===== src/core/ictm_pkg.sv =====
// Package: instruction classes, opcode fields and cycle counts for the decoder
package ictm_pkg;

  localparam int unsigned CLK_HZ   = 20000000;
  localparam int unsigned OPC_W    = 8;
  localparam int unsigned CNT_W    = 4;
  localparam logic [3:0]  LEN_1    = 4'h1;
  localparam logic [3:0]  LEN_2    = 4'h2;
  localparam logic [3:0]  LEN_3    = 4'h3;
  localparam logic [3:0]  CYC_4    = 4'h4;
  localparam logic [3:0]  CYC_8    = 4'h8;
  // Opcode groups: high nibble selects operation, low nibble the mode
  localparam logic [3:0]  HI_ADD   = 4'h2;
  localparam logic [3:0]  HI_ADDC  = 4'h3;
  localparam logic [3:0]  HI_ORL   = 4'h4;
  localparam logic [3:0]  HI_ANL   = 4'h5;
  localparam logic [3:0]  HI_XRL   = 4'h6;
  localparam logic [3:0]  HI_SUBB  = 4'h9;
  localparam logic [3:0]  LO_DIRA  = 4'h2;
  localparam logic [3:0]  LO_DIRI  = 4'h3;
  localparam logic [3:0]  LO_IMM   = 4'h4;
  localparam logic [3:0]  LO_DIR   = 4'h5;
  localparam logic [3:0]  LO_IND   = 4'h6;
  localparam logic [3:0]  LO_REG   = 4'h8;
  localparam logic [7:0]  OP_CLR_A = 8'hE4;
  localparam logic [7:0]  OP_CPL_A = 8'hF4;
  localparam logic [7:0]  OP_RR_A  = 8'h03;
  localparam logic [7:0]  OP_RRC_A = 8'h13;
  localparam logic [7:0]  OP_RL_A  = 8'h23;
  localparam logic [7:0]  OP_RLC_A = 8'h33;
  localparam logic [7:0]  OP_SWAP  = 8'hC4;
  localparam logic [7:0]  OP_CODE_BYTE_MOVE_D = 8'h93;
  localparam logic [7:0]  OP_CODE_BYTE_MOVE_P = 8'h83;
  localparam logic [7:0]  OP_XR_I0 = 8'hE2;
  localparam logic [7:0]  OP_XR_I1 = 8'hE3;
  localparam logic [7:0]  OP_XR_D  = 8'hE0;
  localparam logic [7:0]  OP_XW_I0 = 8'hF2;
  localparam logic [7:0]  OP_XW_I1 = 8'hF3;
  localparam logic [7:0]  OP_XW_D  = 8'hF0;
  localparam logic [7:0]  OP_LD_DP = 8'h90;
  localparam logic [7:0]  OP_PUSH  = 8'hC0;
  localparam logic [7:0]  OP_POP   = 8'hD0;
  localparam logic [7:0]  OP_MOVDD = 8'h85;
  localparam logic [7:0]  OP_MOV_IA0 = 8'hF6;
  localparam logic [7:0]  OP_MOV_IA1 = 8'hF7;
  localparam logic [4:0]  OP_MOVDR_HI = 5'h11;
  localparam logic [7:0]  OP_XCHD0 = 8'hD6;
  localparam logic [7:0]  OP_XCHD1 = 8'hD7;
  localparam logic [7:0]  OP_MUL   = 8'hA4;
  localparam logic [7:0]  OP_DIV   = 8'h84;
  // Moves whose length is not given by their addressing group
  localparam logic [7:0]  OP_MOV_AIMM  = 8'h74;
  localparam logic [7:0]  OP_MOV_DIMM  = 8'h75;
  localparam logic [7:0]  OP_MOV_IIMM0 = 8'h76;
  localparam logic [7:0]  OP_MOV_IIMM1 = 8'h77;
  localparam logic [7:0]  OP_MOV_DI0   = 8'h86;
  localparam logic [7:0]  OP_MOV_DI1   = 8'h87;
  localparam logic [7:0]  OP_MOV_ID0   = 8'hA6;
  localparam logic [7:0]  OP_MOV_ID1   = 8'hA7;
  localparam logic [7:0]  OP_SPARE     = 8'hA5;
  localparam logic [4:0]  OP_MOVRI_HI  = 5'h0F;
  localparam logic [4:0]  OP_MOVRD_HI  = 5'h15;

  typedef enum logic [1:0] {
    XT_NONE  = 2'b00,
    XT_RAM   = 2'b01,
    XT_FLASH = 2'b10
  } ictm_xtgt_e;

  typedef enum logic [0:0] {
    ST_IDLE = 1'b0,
    ST_BUSY = 1'b1
  } ictm_state_e;

  // Decoded timing of one instruction
  typedef struct packed {
    logic [3:0] len;
    logic [3:0] cyc;
    logic       xdata;
    logic       xwrite;
    logic       xwide;
    logic       known;
  } ictm_dec_s;

  // Flag outputs of the arithmetic unit
  typedef struct packed {
    logic cy;
    logic ac;
    logic ov;
  } ictm_flags_s;

endpackage : ictm_pkg


===== src/core/ictm_core.sv =====
// Instruction length and cycle timing decoder with arithmetic flag unit
// Operation
// - External-data writes go to on-chip external RAM or flash program store.
// - No off-chip bus exists; external-data moves reach on-chip targets only.
// - Add, add-carry, subtract-borrow with bank register: 1 byte, 1 cycle.
// - Same operations with direct byte: 2 bytes, 2 cycles.
// - Accumulator arithmetic with indirect RAM: 1 byte, 2 cycles.
// - Accumulator arithmetic with immediate: 2 bytes, 2 cycles.
// - AND, OR, XOR of immediate into direct byte: 3 bytes, 3 cycles.
// - Logic of accumulator into direct byte: 2 bytes, 2 cycles.
// - Logic of indirect RAM into accumulator: 1 byte, 2 cycles.
// - Accumulator-only clear, complement, rotate, swap: 1 byte, 1 cycle.
// - Code byte read relative pointer or counter: 1 byte, 3 cycles.
// - Every external-data move, read or write: 1 byte, 3 cycles.
// - Load data pointer with 16-bit constant: 3 bytes, 3 cycles.
// - Push or pop direct byte: 2 bytes, 2 cycles.
// - Move direct byte to direct byte: 3 bytes, 3 cycles.
// - Store accumulator to indirect RAM: 1 byte, 2 cycles.
// - Move bank register to direct byte: 2 bytes, 2 cycles.
// - Exchange low nibble of indirect RAM with accumulator: 1 byte, 2 cycles.
// - Otherwise one clock cycle per program byte, except other one-byte indirect RAM ops 2, multiply 4 and divide 8 cycles; timing counted in clocks.
// - Writes go to flash only while store write-enable is set, else RAM.
module ictm_core #(
  parameter int unsigned OPC_W = ictm_pkg::OPC_W
) (
  input  wire logic             i_sys_clk,   // System clock, 20 MHz
  input  wire logic             i_resetn,    // Async reset, active low
  input  wire logic             i_issue,     // Opcode valid, pulse
  input  wire logic [OPC_W-1:0] i_opcode,    // First byte of instruction
  input  wire logic [7:0]       i_acc,       // Accumulator operand
  input  wire logic [7:0]       i_opnd,      // Second operand
  input  wire logic             i_cy,        // Carry in
  input  wire logic             i_pswe,      // Program store write enable
  output logic                  o_ready,     // Idle, may issue
  output logic                  o_done,      // Instruction retires, pulse
  output logic [3:0]            o_len,       // Program bytes of instruction
  output logic [3:0]            o_cyc,       // Clock cycles of instruction
  output logic                  o_xdata_req, // External-data access, pulse
  output logic                  o_xdata_wr,  // Access is a write
  output logic                  o_xdata_wide,// 16-bit pointer address
  output logic [1:0]            o_xdata_tgt, // Target of access
  output logic [7:0]            o_result,    // Arithmetic result
  output ictm_pkg::ictm_flags_s o_flags      // Carry, aux carry, overflow
);

  if (OPC_W != ictm_pkg::OPC_W) begin : g_bad_opc_w
    $error("ictm_core supports only 8-bit opcodes");
  end

  if (2 ** ictm_pkg::CNT_W <= ictm_pkg::CYC_8) begin : g_bad_cnt_w
    $error("ictm_core cycle counter too narrow for longest instruction");
  end

  typedef struct packed {
    ictm_pkg::ictm_state_e st;
    logic [3:0]            cnt;
    logic                  ready;
    logic                  done;
    logic [3:0]            len;
    logic [3:0]            cyc;
    logic                  xreq;
    logic                  xwr;
    logic                  xwide;
    logic [1:0]            xtgt;
    logic [7:0]            res;
    ictm_pkg::ictm_flags_s fl;
  } ictm_regs_s;

  ictm_regs_s r_q;
  ictm_regs_s r_d;
  ictm_pkg::ictm_dec_s dec;
  logic [3:0] hi;
  logic [3:0] lo;
  logic [8:0] sum9;
  logic [4:0] sum5;
  logic [7:0] sum7;
  logic       c7;
  logic       sub;

  assign hi = i_opcode[7:4];
  assign lo = i_opcode[3:0];

  // First byte alone sets length and clock count
  always_comb begin
    dec = '{len: ictm_pkg::LEN_1, cyc: ictm_pkg::LEN_1,
            xdata: 1'b0, xwrite: 1'b0, xwide: 1'b0, known: 1'b0};
    if (lo >= ictm_pkg::LO_REG) begin
      dec.known = 1'b1;
      if (hi == ictm_pkg::OP_MOVDR_HI[4:1]
          && i_opcode[7:3] == ictm_pkg::OP_MOVDR_HI) begin
        dec.len = ictm_pkg::LEN_2;
        dec.cyc = ictm_pkg::LEN_2;
      end
    end else if (lo == ictm_pkg::LO_IND || lo == ictm_pkg::LO_IND + 4'h1) begin
      dec.known = 1'b1;
      dec.cyc   = ictm_pkg::LEN_2;
      if (i_opcode == ictm_pkg::OP_MOV_IA0 || i_opcode == ictm_pkg::OP_MOV_IA1
          || i_opcode == ictm_pkg::OP_XCHD0
          || i_opcode == ictm_pkg::OP_XCHD1) begin
        dec.cyc = ictm_pkg::LEN_2;
      end
    end else if (lo == ictm_pkg::LO_DIR && i_opcode != ictm_pkg::OP_MOVDD) begin
      dec.known = 1'b1;
      dec.len   = ictm_pkg::LEN_2;
      dec.cyc   = ictm_pkg::LEN_2;
    end else if (lo == ictm_pkg::LO_IMM && (hi == ictm_pkg::HI_ADD
             || hi == ictm_pkg::HI_ADDC || hi == ictm_pkg::HI_SUBB
             || hi == ictm_pkg::HI_ORL || hi == ictm_pkg::HI_ANL
             || hi == ictm_pkg::HI_XRL)) begin
      dec.known = 1'b1;
      dec.len   = ictm_pkg::LEN_2;
      dec.cyc   = ictm_pkg::LEN_2;
    end else if (lo == ictm_pkg::LO_DIRA && (hi == ictm_pkg::HI_ORL
             || hi == ictm_pkg::HI_ANL || hi == ictm_pkg::HI_XRL)) begin
      dec.known = 1'b1;
      dec.len   = ictm_pkg::LEN_2;
      dec.cyc   = ictm_pkg::LEN_2;
    end else if (lo == ictm_pkg::LO_DIRI && (hi == ictm_pkg::HI_ORL
             || hi == ictm_pkg::HI_ANL || hi == ictm_pkg::HI_XRL)) begin
      dec.known = 1'b1;
      dec.len   = ictm_pkg::LEN_3;
      dec.cyc   = ictm_pkg::LEN_3;
    end else begin
      case (i_opcode)
        ictm_pkg::OP_CLR_A, ictm_pkg::OP_CPL_A, ictm_pkg::OP_RR_A,
        ictm_pkg::OP_RRC_A, ictm_pkg::OP_RL_A, ictm_pkg::OP_RLC_A,
        ictm_pkg::OP_SWAP: begin
          dec.known = 1'b1;
        end
        ictm_pkg::OP_CODE_BYTE_MOVE_D, ictm_pkg::OP_CODE_BYTE_MOVE_P: begin
          dec.known = 1'b1;
          dec.cyc   = ictm_pkg::LEN_3;
        end
        ictm_pkg::OP_XR_I0, ictm_pkg::OP_XR_I1: begin
          dec = '{len: ictm_pkg::LEN_1, cyc: ictm_pkg::LEN_3,
                  xdata: 1'b1, xwrite: 1'b0, xwide: 1'b0, known: 1'b1};
        end
        ictm_pkg::OP_XR_D: begin
          dec = '{len: ictm_pkg::LEN_1, cyc: ictm_pkg::LEN_3,
                  xdata: 1'b1, xwrite: 1'b0, xwide: 1'b1, known: 1'b1};
        end
        ictm_pkg::OP_XW_I0, ictm_pkg::OP_XW_I1: begin
          dec = '{len: ictm_pkg::LEN_1, cyc: ictm_pkg::LEN_3,
                  xdata: 1'b1, xwrite: 1'b1, xwide: 1'b0, known: 1'b1};
        end
        ictm_pkg::OP_XW_D: begin
          dec = '{len: ictm_pkg::LEN_1, cyc: ictm_pkg::LEN_3,
                  xdata: 1'b1, xwrite: 1'b1, xwide: 1'b1, known: 1'b1};
        end
        ictm_pkg::OP_LD_DP, ictm_pkg::OP_MOVDD: begin
          dec.known = 1'b1;
          dec.len   = ictm_pkg::LEN_3;
          dec.cyc   = ictm_pkg::LEN_3;
        end
        ictm_pkg::OP_PUSH, ictm_pkg::OP_POP: begin
          dec.known = 1'b1;
          dec.len   = ictm_pkg::LEN_2;
          dec.cyc   = ictm_pkg::LEN_2;
        end
        ictm_pkg::OP_MUL: begin
          dec.known = 1'b1;
          dec.cyc   = ictm_pkg::CYC_4;
        end
        ictm_pkg::OP_DIV: begin
          dec.known = 1'b1;
          dec.cyc   = ictm_pkg::CYC_8;
        end
        default: begin
          dec.cyc = dec.len;
        end
      endcase
    end

    // Moves whose length the addressing group alone does not give
    case (i_opcode)
      ictm_pkg::OP_MOV_AIMM, ictm_pkg::OP_MOV_IIMM0,
      ictm_pkg::OP_MOV_IIMM1, ictm_pkg::OP_MOV_DI0,
      ictm_pkg::OP_MOV_DI1, ictm_pkg::OP_MOV_ID0,
      ictm_pkg::OP_MOV_ID1: begin
        dec.known = 1'b1;
        dec.len   = ictm_pkg::LEN_2;
        dec.cyc   = ictm_pkg::LEN_2;
      end
      ictm_pkg::OP_MOV_DIMM: begin
        dec.known = 1'b1;
        dec.len   = ictm_pkg::LEN_3;
        dec.cyc   = ictm_pkg::LEN_3;
      end
      ictm_pkg::OP_SPARE: begin
        dec.known = 1'b1;
        dec.len   = ictm_pkg::LEN_1;
        dec.cyc   = ictm_pkg::LEN_1;
      end
      default: begin
      end
    endcase
    // Bank register moves that carry an operand byte
    if (i_opcode[7:3] == ictm_pkg::OP_MOVRI_HI
        || i_opcode[7:3] == ictm_pkg::OP_MOVRD_HI) begin
      dec.len = ictm_pkg::LEN_2;
      dec.cyc = ictm_pkg::LEN_2;
    end
  end

  // Adder shared by add, add-with-carry and subtract-with-borrow
  always_comb begin
    sub  = (hi == ictm_pkg::HI_SUBB);
    sum5 = 5'h00;
    sum7 = 8'h00;
    sum9 = 9'h000;
    c7   = 1'b0;
    if (sub) begin
      sum5 = {1'b0, i_acc[3:0]} - {1'b0, i_opnd[3:0]} - {4'h0, i_cy};
      sum7 = {1'b0, i_acc[6:0]} - {1'b0, i_opnd[6:0]} - {7'h00, i_cy};
      sum9 = {1'b0, i_acc} - {1'b0, i_opnd} - {8'h00, i_cy};
    end else begin
      sum5 = {1'b0, i_acc[3:0]} + {1'b0, i_opnd[3:0]}
           + {4'h0, i_cy & (hi == ictm_pkg::HI_ADDC)};
      sum7 = {1'b0, i_acc[6:0]} + {1'b0, i_opnd[6:0]}
           + {7'h00, i_cy & (hi == ictm_pkg::HI_ADDC)};
      sum9 = {1'b0, i_acc} + {1'b0, i_opnd}
           + {8'h00, i_cy & (hi == ictm_pkg::HI_ADDC)};
    end
    c7 = sum7[7];
  end

  // Counter holds clocks left after the first two; zero retires next
  always_comb begin
    r_d      = r_q;
    r_d.done = 1'b0;
    r_d.xreq = 1'b0;
    case (r_q.st)
      ictm_pkg::ST_IDLE: begin
        if (i_issue) begin
          r_d.len   = dec.len;
          r_d.cyc   = dec.cyc;
          r_d.xwr   = dec.xwrite;
          r_d.xwide = dec.xwide;
          r_d.xreq  = dec.xdata;
          r_d.xtgt  = ictm_pkg::XT_NONE;
          // Reads stay in RAM: the program store is only written this way
          if (dec.xdata) begin
            r_d.xtgt = (dec.xwrite && i_pswe) ? ictm_pkg::XT_FLASH
                                              : ictm_pkg::XT_RAM;
          end
          if (hi == ictm_pkg::HI_ADD || hi == ictm_pkg::HI_ADDC
              || hi == ictm_pkg::HI_SUBB) begin
            if (lo >= ictm_pkg::LO_IMM) begin
              r_d.res   = sum9[7:0];
              r_d.fl.cy = sum9[8];
              r_d.fl.ac = sum5[4];
              r_d.fl.ov = sum9[8] ^ c7;
            end
          end
          if (dec.cyc == ictm_pkg::LEN_1) begin
            r_d.done  = 1'b1;
          end else begin
            r_d.st    = ictm_pkg::ST_BUSY;
            r_d.ready = 1'b0;
            r_d.cnt   = dec.cyc - ictm_pkg::LEN_2;
          end
        end
      end
      ictm_pkg::ST_BUSY: begin
        if (r_q.cnt == 4'h0) begin
          r_d.st    = ictm_pkg::ST_IDLE;
          r_d.ready = 1'b1;
          r_d.done  = 1'b1;
        end else begin
          r_d.cnt = r_q.cnt - 4'h1;
        end
      end
      default: begin
        r_d.st    = ictm_pkg::ST_IDLE;
        r_d.ready = 1'b1;
      end
    endcase
  end

  // Reset leaves the core idle so an issue is taken at the first edge
  always_ff @(posedge i_sys_clk or negedge i_resetn) begin
    if (!i_resetn) begin
      r_q       <= '0;
      r_q.st    <= ictm_pkg::ST_IDLE;
      r_q.ready <= 1'b1;
    end else begin
      r_q <= r_d;
    end
  end

  // Every output comes straight from the state register
  assign o_ready      = r_q.ready;
  assign o_done       = r_q.done;
  assign o_len        = r_q.len;
  assign o_cyc        = r_q.cyc;
  assign o_xdata_req  = r_q.xreq;
  assign o_xdata_wr   = r_q.xwr;
  assign o_xdata_wide = r_q.xwide;
  assign o_xdata_tgt  = r_q.xtgt;
  assign o_result     = r_q.res;
  assign o_flags      = r_q.fl;

endmodule : ictm_core


===== config.mk =====
export PLATFORM = sky130hd
export DESIGN_NAME = ictm_core
export DESIGN_NICKNAME = d
export VERILOG_FILES = /design/src/core/ictm_pkg.sv /design/src/core/ictm_core.sv
export SDC_FILE = /design/constraint.sdc
export NUM_CORES = 1
export LEC_CHECK = 0
export ABC_CLOCK_PERIOD_IN_PS = 1750
export BUFFER_PORTS_ARGS = -buffer_cell sky130_fd_sc_hd__buf_2
export CAP_MARGIN = 20
export CORE_ASPECT_RATIO = 0.5
export CORE_MARGIN = 1
export CORE_UTILIZATION = 34
export DETAILED_ROUTE_END_ITERATION = 16
export GPL_TIMING_DRIVEN = 1
export PLACE_DENSITY_LB_ADDON = 0.15
export SYNTH_ARGS = -nofsm -noshare
export SYNTH_HDL_FRONTEND = slang
export SYNTH_SLANG_ARGS = --single-unit

===== constraint.sdc =====
create_clock -name i_sys_clk -period 1.75 [get_ports i_sys_clk]
set_clock_uncertainty 0.15 [all_clocks]
set_input_delay 0 -clock i_sys_clk [delete_from_list [all_inputs] [get_ports i_sys_clk]]
set_output_delay 0 -clock i_sys_clk [all_outputs]
set_load 0.1 [all_outputs]

==> results.tsv <==
stage	metric	value	unit
sta	Worst-Margin Slew	0.638	ns
global_route	first-pass GRT wire length	11200	um
min_path	hold_sp	i_opcode[7]	
worst_setup_path	CP Launch Type	input pin	
die	die width	128	um
power_and_ir_drop	logic gate share of total power	0.618	
placed_design	pre-CTS setup slack	-1.04	ns
finish	# fillers	729	
die	total core area	7490	um^2
power_and_ir_drop	clock power share	0.164	
clock_tree	CTS Buf Count	5	
die	die area	8270	um^2
power_and_ir_drop	Cell Int Power	2.32	mW
worst_setup_path	FF-to-FF Start	r_q[30]$_DFF_PN0_	
detailed_routing	vias	2569	
worst_setup_path	Levels on crit path	14	
worst_setup_path	required time worst endpoint	1.76	ns
worst_setup_path	slowest CP cell	or4_4	
global_route	All-Layer GR Usage	0.169	
clock_tree	TritonCTS clock tree	built	
yosys	Synth async-reset ratio	1.00	
detailed_routing	WL/cell	11.8	um
min_path	Hold EP	o_xdata_wr$_DFFE_PN0P_	
placed_design	count of input and output buffers	52	
sta	Max Fclk	443	MHz
clock_tree	clock-pin slew of the registers on the worst-case setup and hold paths	0.05	ns
yosys	Seq/Total Area, Yosys	0.271	
sta	Rel. slew slack	0.575	
global_route	total grt overflow	0	
worst_setup_path	CP bufs+invs	4	
detailed_routing	Post-route DRC	0	
detailed_routing	Total Wirelength	6550	um
sta	Final Hold Viols	0	
clock_tree	clock sinks	29	
yosys	Mapped Cells	332	
yosys	Synth cell types	53	
worst_setup_path	crit-path max cell delay	0.48	ns
global_route	pin count of the biggest net entering global routing	30	
worst_setup_path	Worst Path Arrival	2.26	ns
global_route	vias in the first global route	2502	
finish	layout cell share with drive strength beyond 1	0.426	
worst_setup_path	R2R Path End	o_flags[2]$_DFFE_PN0P_	
power_and_ir_drop	Sw Pwr	2.64	mW
power_and_ir_drop	Sw Ratio	0.533	
finish	commonest non-fill, non-tap cells in the layout	buf_4, buf_2, nand2_1	
finish	Final Non-Filler Cells	556	
detailed_routing	Vias/cell	4.62	
worst_setup_path	crit-path cells	buf_8 > inv_4 > buf_6 > or4_4 > fa_2 > inv_2 > fa_2 > nor3b_2 > nor3_2 > o31ai_2 > o21ai_1 > a21oi_2 > xor2_1 > o21ai_1	
sta	final worst path period need	2.25	ns
power_and_ir_drop	Lkg Pwr	1.95	nW
worst_setup_path	type of the worst setup path	in -> reg	
run_status	failing checks	setup timing	
yosys	Main synth FF type	dfrtp_1	
yosys	syn_area_per_cell	8.08	um^2
detailed_routing	Starting DRT DRC Count	61	
yosys	number of synthesized flops with an enable pin	0	
min_path	WHS Path Cells	3	
run	Max-Cap Viols	0	
worst_setup_path	cells on worst reg2reg path	5	
die	row count	22	
clock_tree	Max clock buf depth	2	
worst_setup_path	crit end category	register	
clock_tree	root buf cell	clkbuf_16	
finish	commonest non-fill, non-tap cell in the layout	buf_4	
sta	Max Slew Vio Count	0	
sta	final critical-path setup slack	-0.505	ns
placed_design	placed cells	536	
detailed_routing	Pre-antenna DRT Iters	4	
min_path	Hold Crit Class	in -> reg	
clock_tree	later-pin clock latency in the skew report	0.27	ns
finish	Final #Nets	503	
yosys	Synth Cell Area	2680	um^2
worst_setup_path	worst-path maximum fanout	2	
worst_setup_path	crit-path leading delay family	simple AND/OR/NAND/NOR gates	
power_and_ir_drop	maximum vdd ir drop	0.000665	V
die	Die Y	64.8	um
sta	RSZ-0062 raised after global routing	yes	
finish	n_diodes	0	
sta	setup TNS	-2.79	ns
yosys	Synth Register Bits	29	
sta	hold_ws	0.0554	ns
placed_design	Final GP Congestion	0.835	
sta	Setup violations, final	10	
finish	area grow syn2layout	48.0	%
die	Ports	55	
power_and_ir_drop	pwr dens	1250	nW/um^2
clock_tree	H-tree depth	2	
power_and_ir_drop	Sequential Power Share	0.218	
detailed_routing	ANT nets after route	0	
placed_design	post-detail-place hpwl	5160	um
run_status	status	finished, violations left	
worst_setup_path	flop2flop setup slack	0.04	ns
sta	fin crit share	1.29	
global_route	initial antenna violation count	0	
die	starting density of the core	0.358	
yosys	YS warnings	0	
==> registers in the layout (all words and copies together), names as in the netlist, 2 cells and up <==
signal       count
o_result         8
r_q              5
o_xdata_tgt      2
o_len            2
o_flags          3
o_cyc            4
==> cell families after synthesis <==
kind of cell    count (synthesis)  share of synthesized area
fa+ha+maj                      27                      0.137
flops                          29                      0.271
simple gates                  116                      0.215
xor+xnor                       17                     0.0555
mux                             4                     0.0177
compound gates                 77                      0.182
buf+inv                        61                      0.120
other cells                     1                    0.00140
==> stage by stage <==
step	total power [mW]	util	area, um^2
2_1_floorplan	3.60	-	2770
3_3_place_gp	3.99	0.468	3500
3_5_place_dp	4.03	0.468	3500
4_1_cts	4.93	0.513	3840
5_1_grt	5.23	0.530	3970
6_report	4.95	0.530	3970
==> timing repair <==
action	CTS	global route
endpoints found under the hold margin	30	0
pin swaps	17	11
hold buffers	2	0
setup endpoints to repair	11	16
setup buffers	9	2
resized for setup	31	25
==> power by group through the flow <==
stage	clock, mW	combinational (mW)	sequential (mW)
final	0.813	3.06	1.08
after global routing	0.863	3.25	1.11
after CTS	0.824	3.02	1.08
after detailed placement	0	2.94	1.09
after global placement	0	2.91	1.08
after floorplan	0	2.37	1.23
==> synthesized netlist by cell type (2+ instances only) <==
library cell	instances	area, um^2
xnor2_1	14	123
o22ai_1	3	18.8
nand3_1	6	30.0
nor2_1	22	82.6
a31oi_1	4	25.0
mux2_2	2	22.5
a21oi_1	22	110
inv_1	29	109
ha_1	23	288
nand2_1	48	180
or3_1	3	18.8
and3_1	2	12.5
clkbuf_1	5	18.8
dfrtp_1	28	701
nor3_1	8	40.0
nand4_1	4	25.0
xor2_1	3	26.3
buf_4	21	158
fa_1	4	80.1
nor2b_1	7	43.8
o31ai_1	6	45.0
o21ai_0	26	130
nand3b_1	3	22.5
buf_2	5	25.0
nand2b_1	4	25.0
a22o_1	3	26.3
==> per-layer routing <==
metal	share of wire	up-vias	track usage	routed length (um)
met2	0.48	31	0.294	3130
li1	-	1347	-	-
met4	0.0078	0	0.0397	51
met3	0.023	7	0.0264	153
met1	0.49	1184	0.221	3220
met5	0	-	0	0
==> tightest hold or removal path, cell delays in order <==
cell	delay, ns
buf_2	0.10
buf_6	0.17
a32o_1	0.17
==> area by class of cell <==
type	instances	area [um^2]	share of cell area
Clock inverter	2	10.0	0.00252
Tap cell	108	135	0.0340
Timing Repair Buffer	139	985	0.248
Inverter	29	114	0.0287
Sequential cell	29	727	0.183
Multi-Input combinational cell	243	1870	0.471
Clock buffer	6	129	0.0325
==> worst max-delay path by stage <==
stage / from / end / slack [ns]
CTS: i_cy / o_flags[0]$_DFFE_PN0P_ / -0.50
detailed placement: i_acc[0] / o_flags[0]$_DFFE_PN0P_ / -1.04
global placement: i_acc[0] / o_flags[0]$_DFFE_PN0P_ / -0.98
finish: i_cy / o_flags[0]$_DFFE_PN0P_ / -0.50
floorplan: i_opcode[6] / o_flags[0]$_DFFE_PN0P_ / -0.85
global route: i_cy / o_flags[0]$_DFFE_PN0P_ / -0.60
Note: power is estimated with default switching activity, not from simulation.
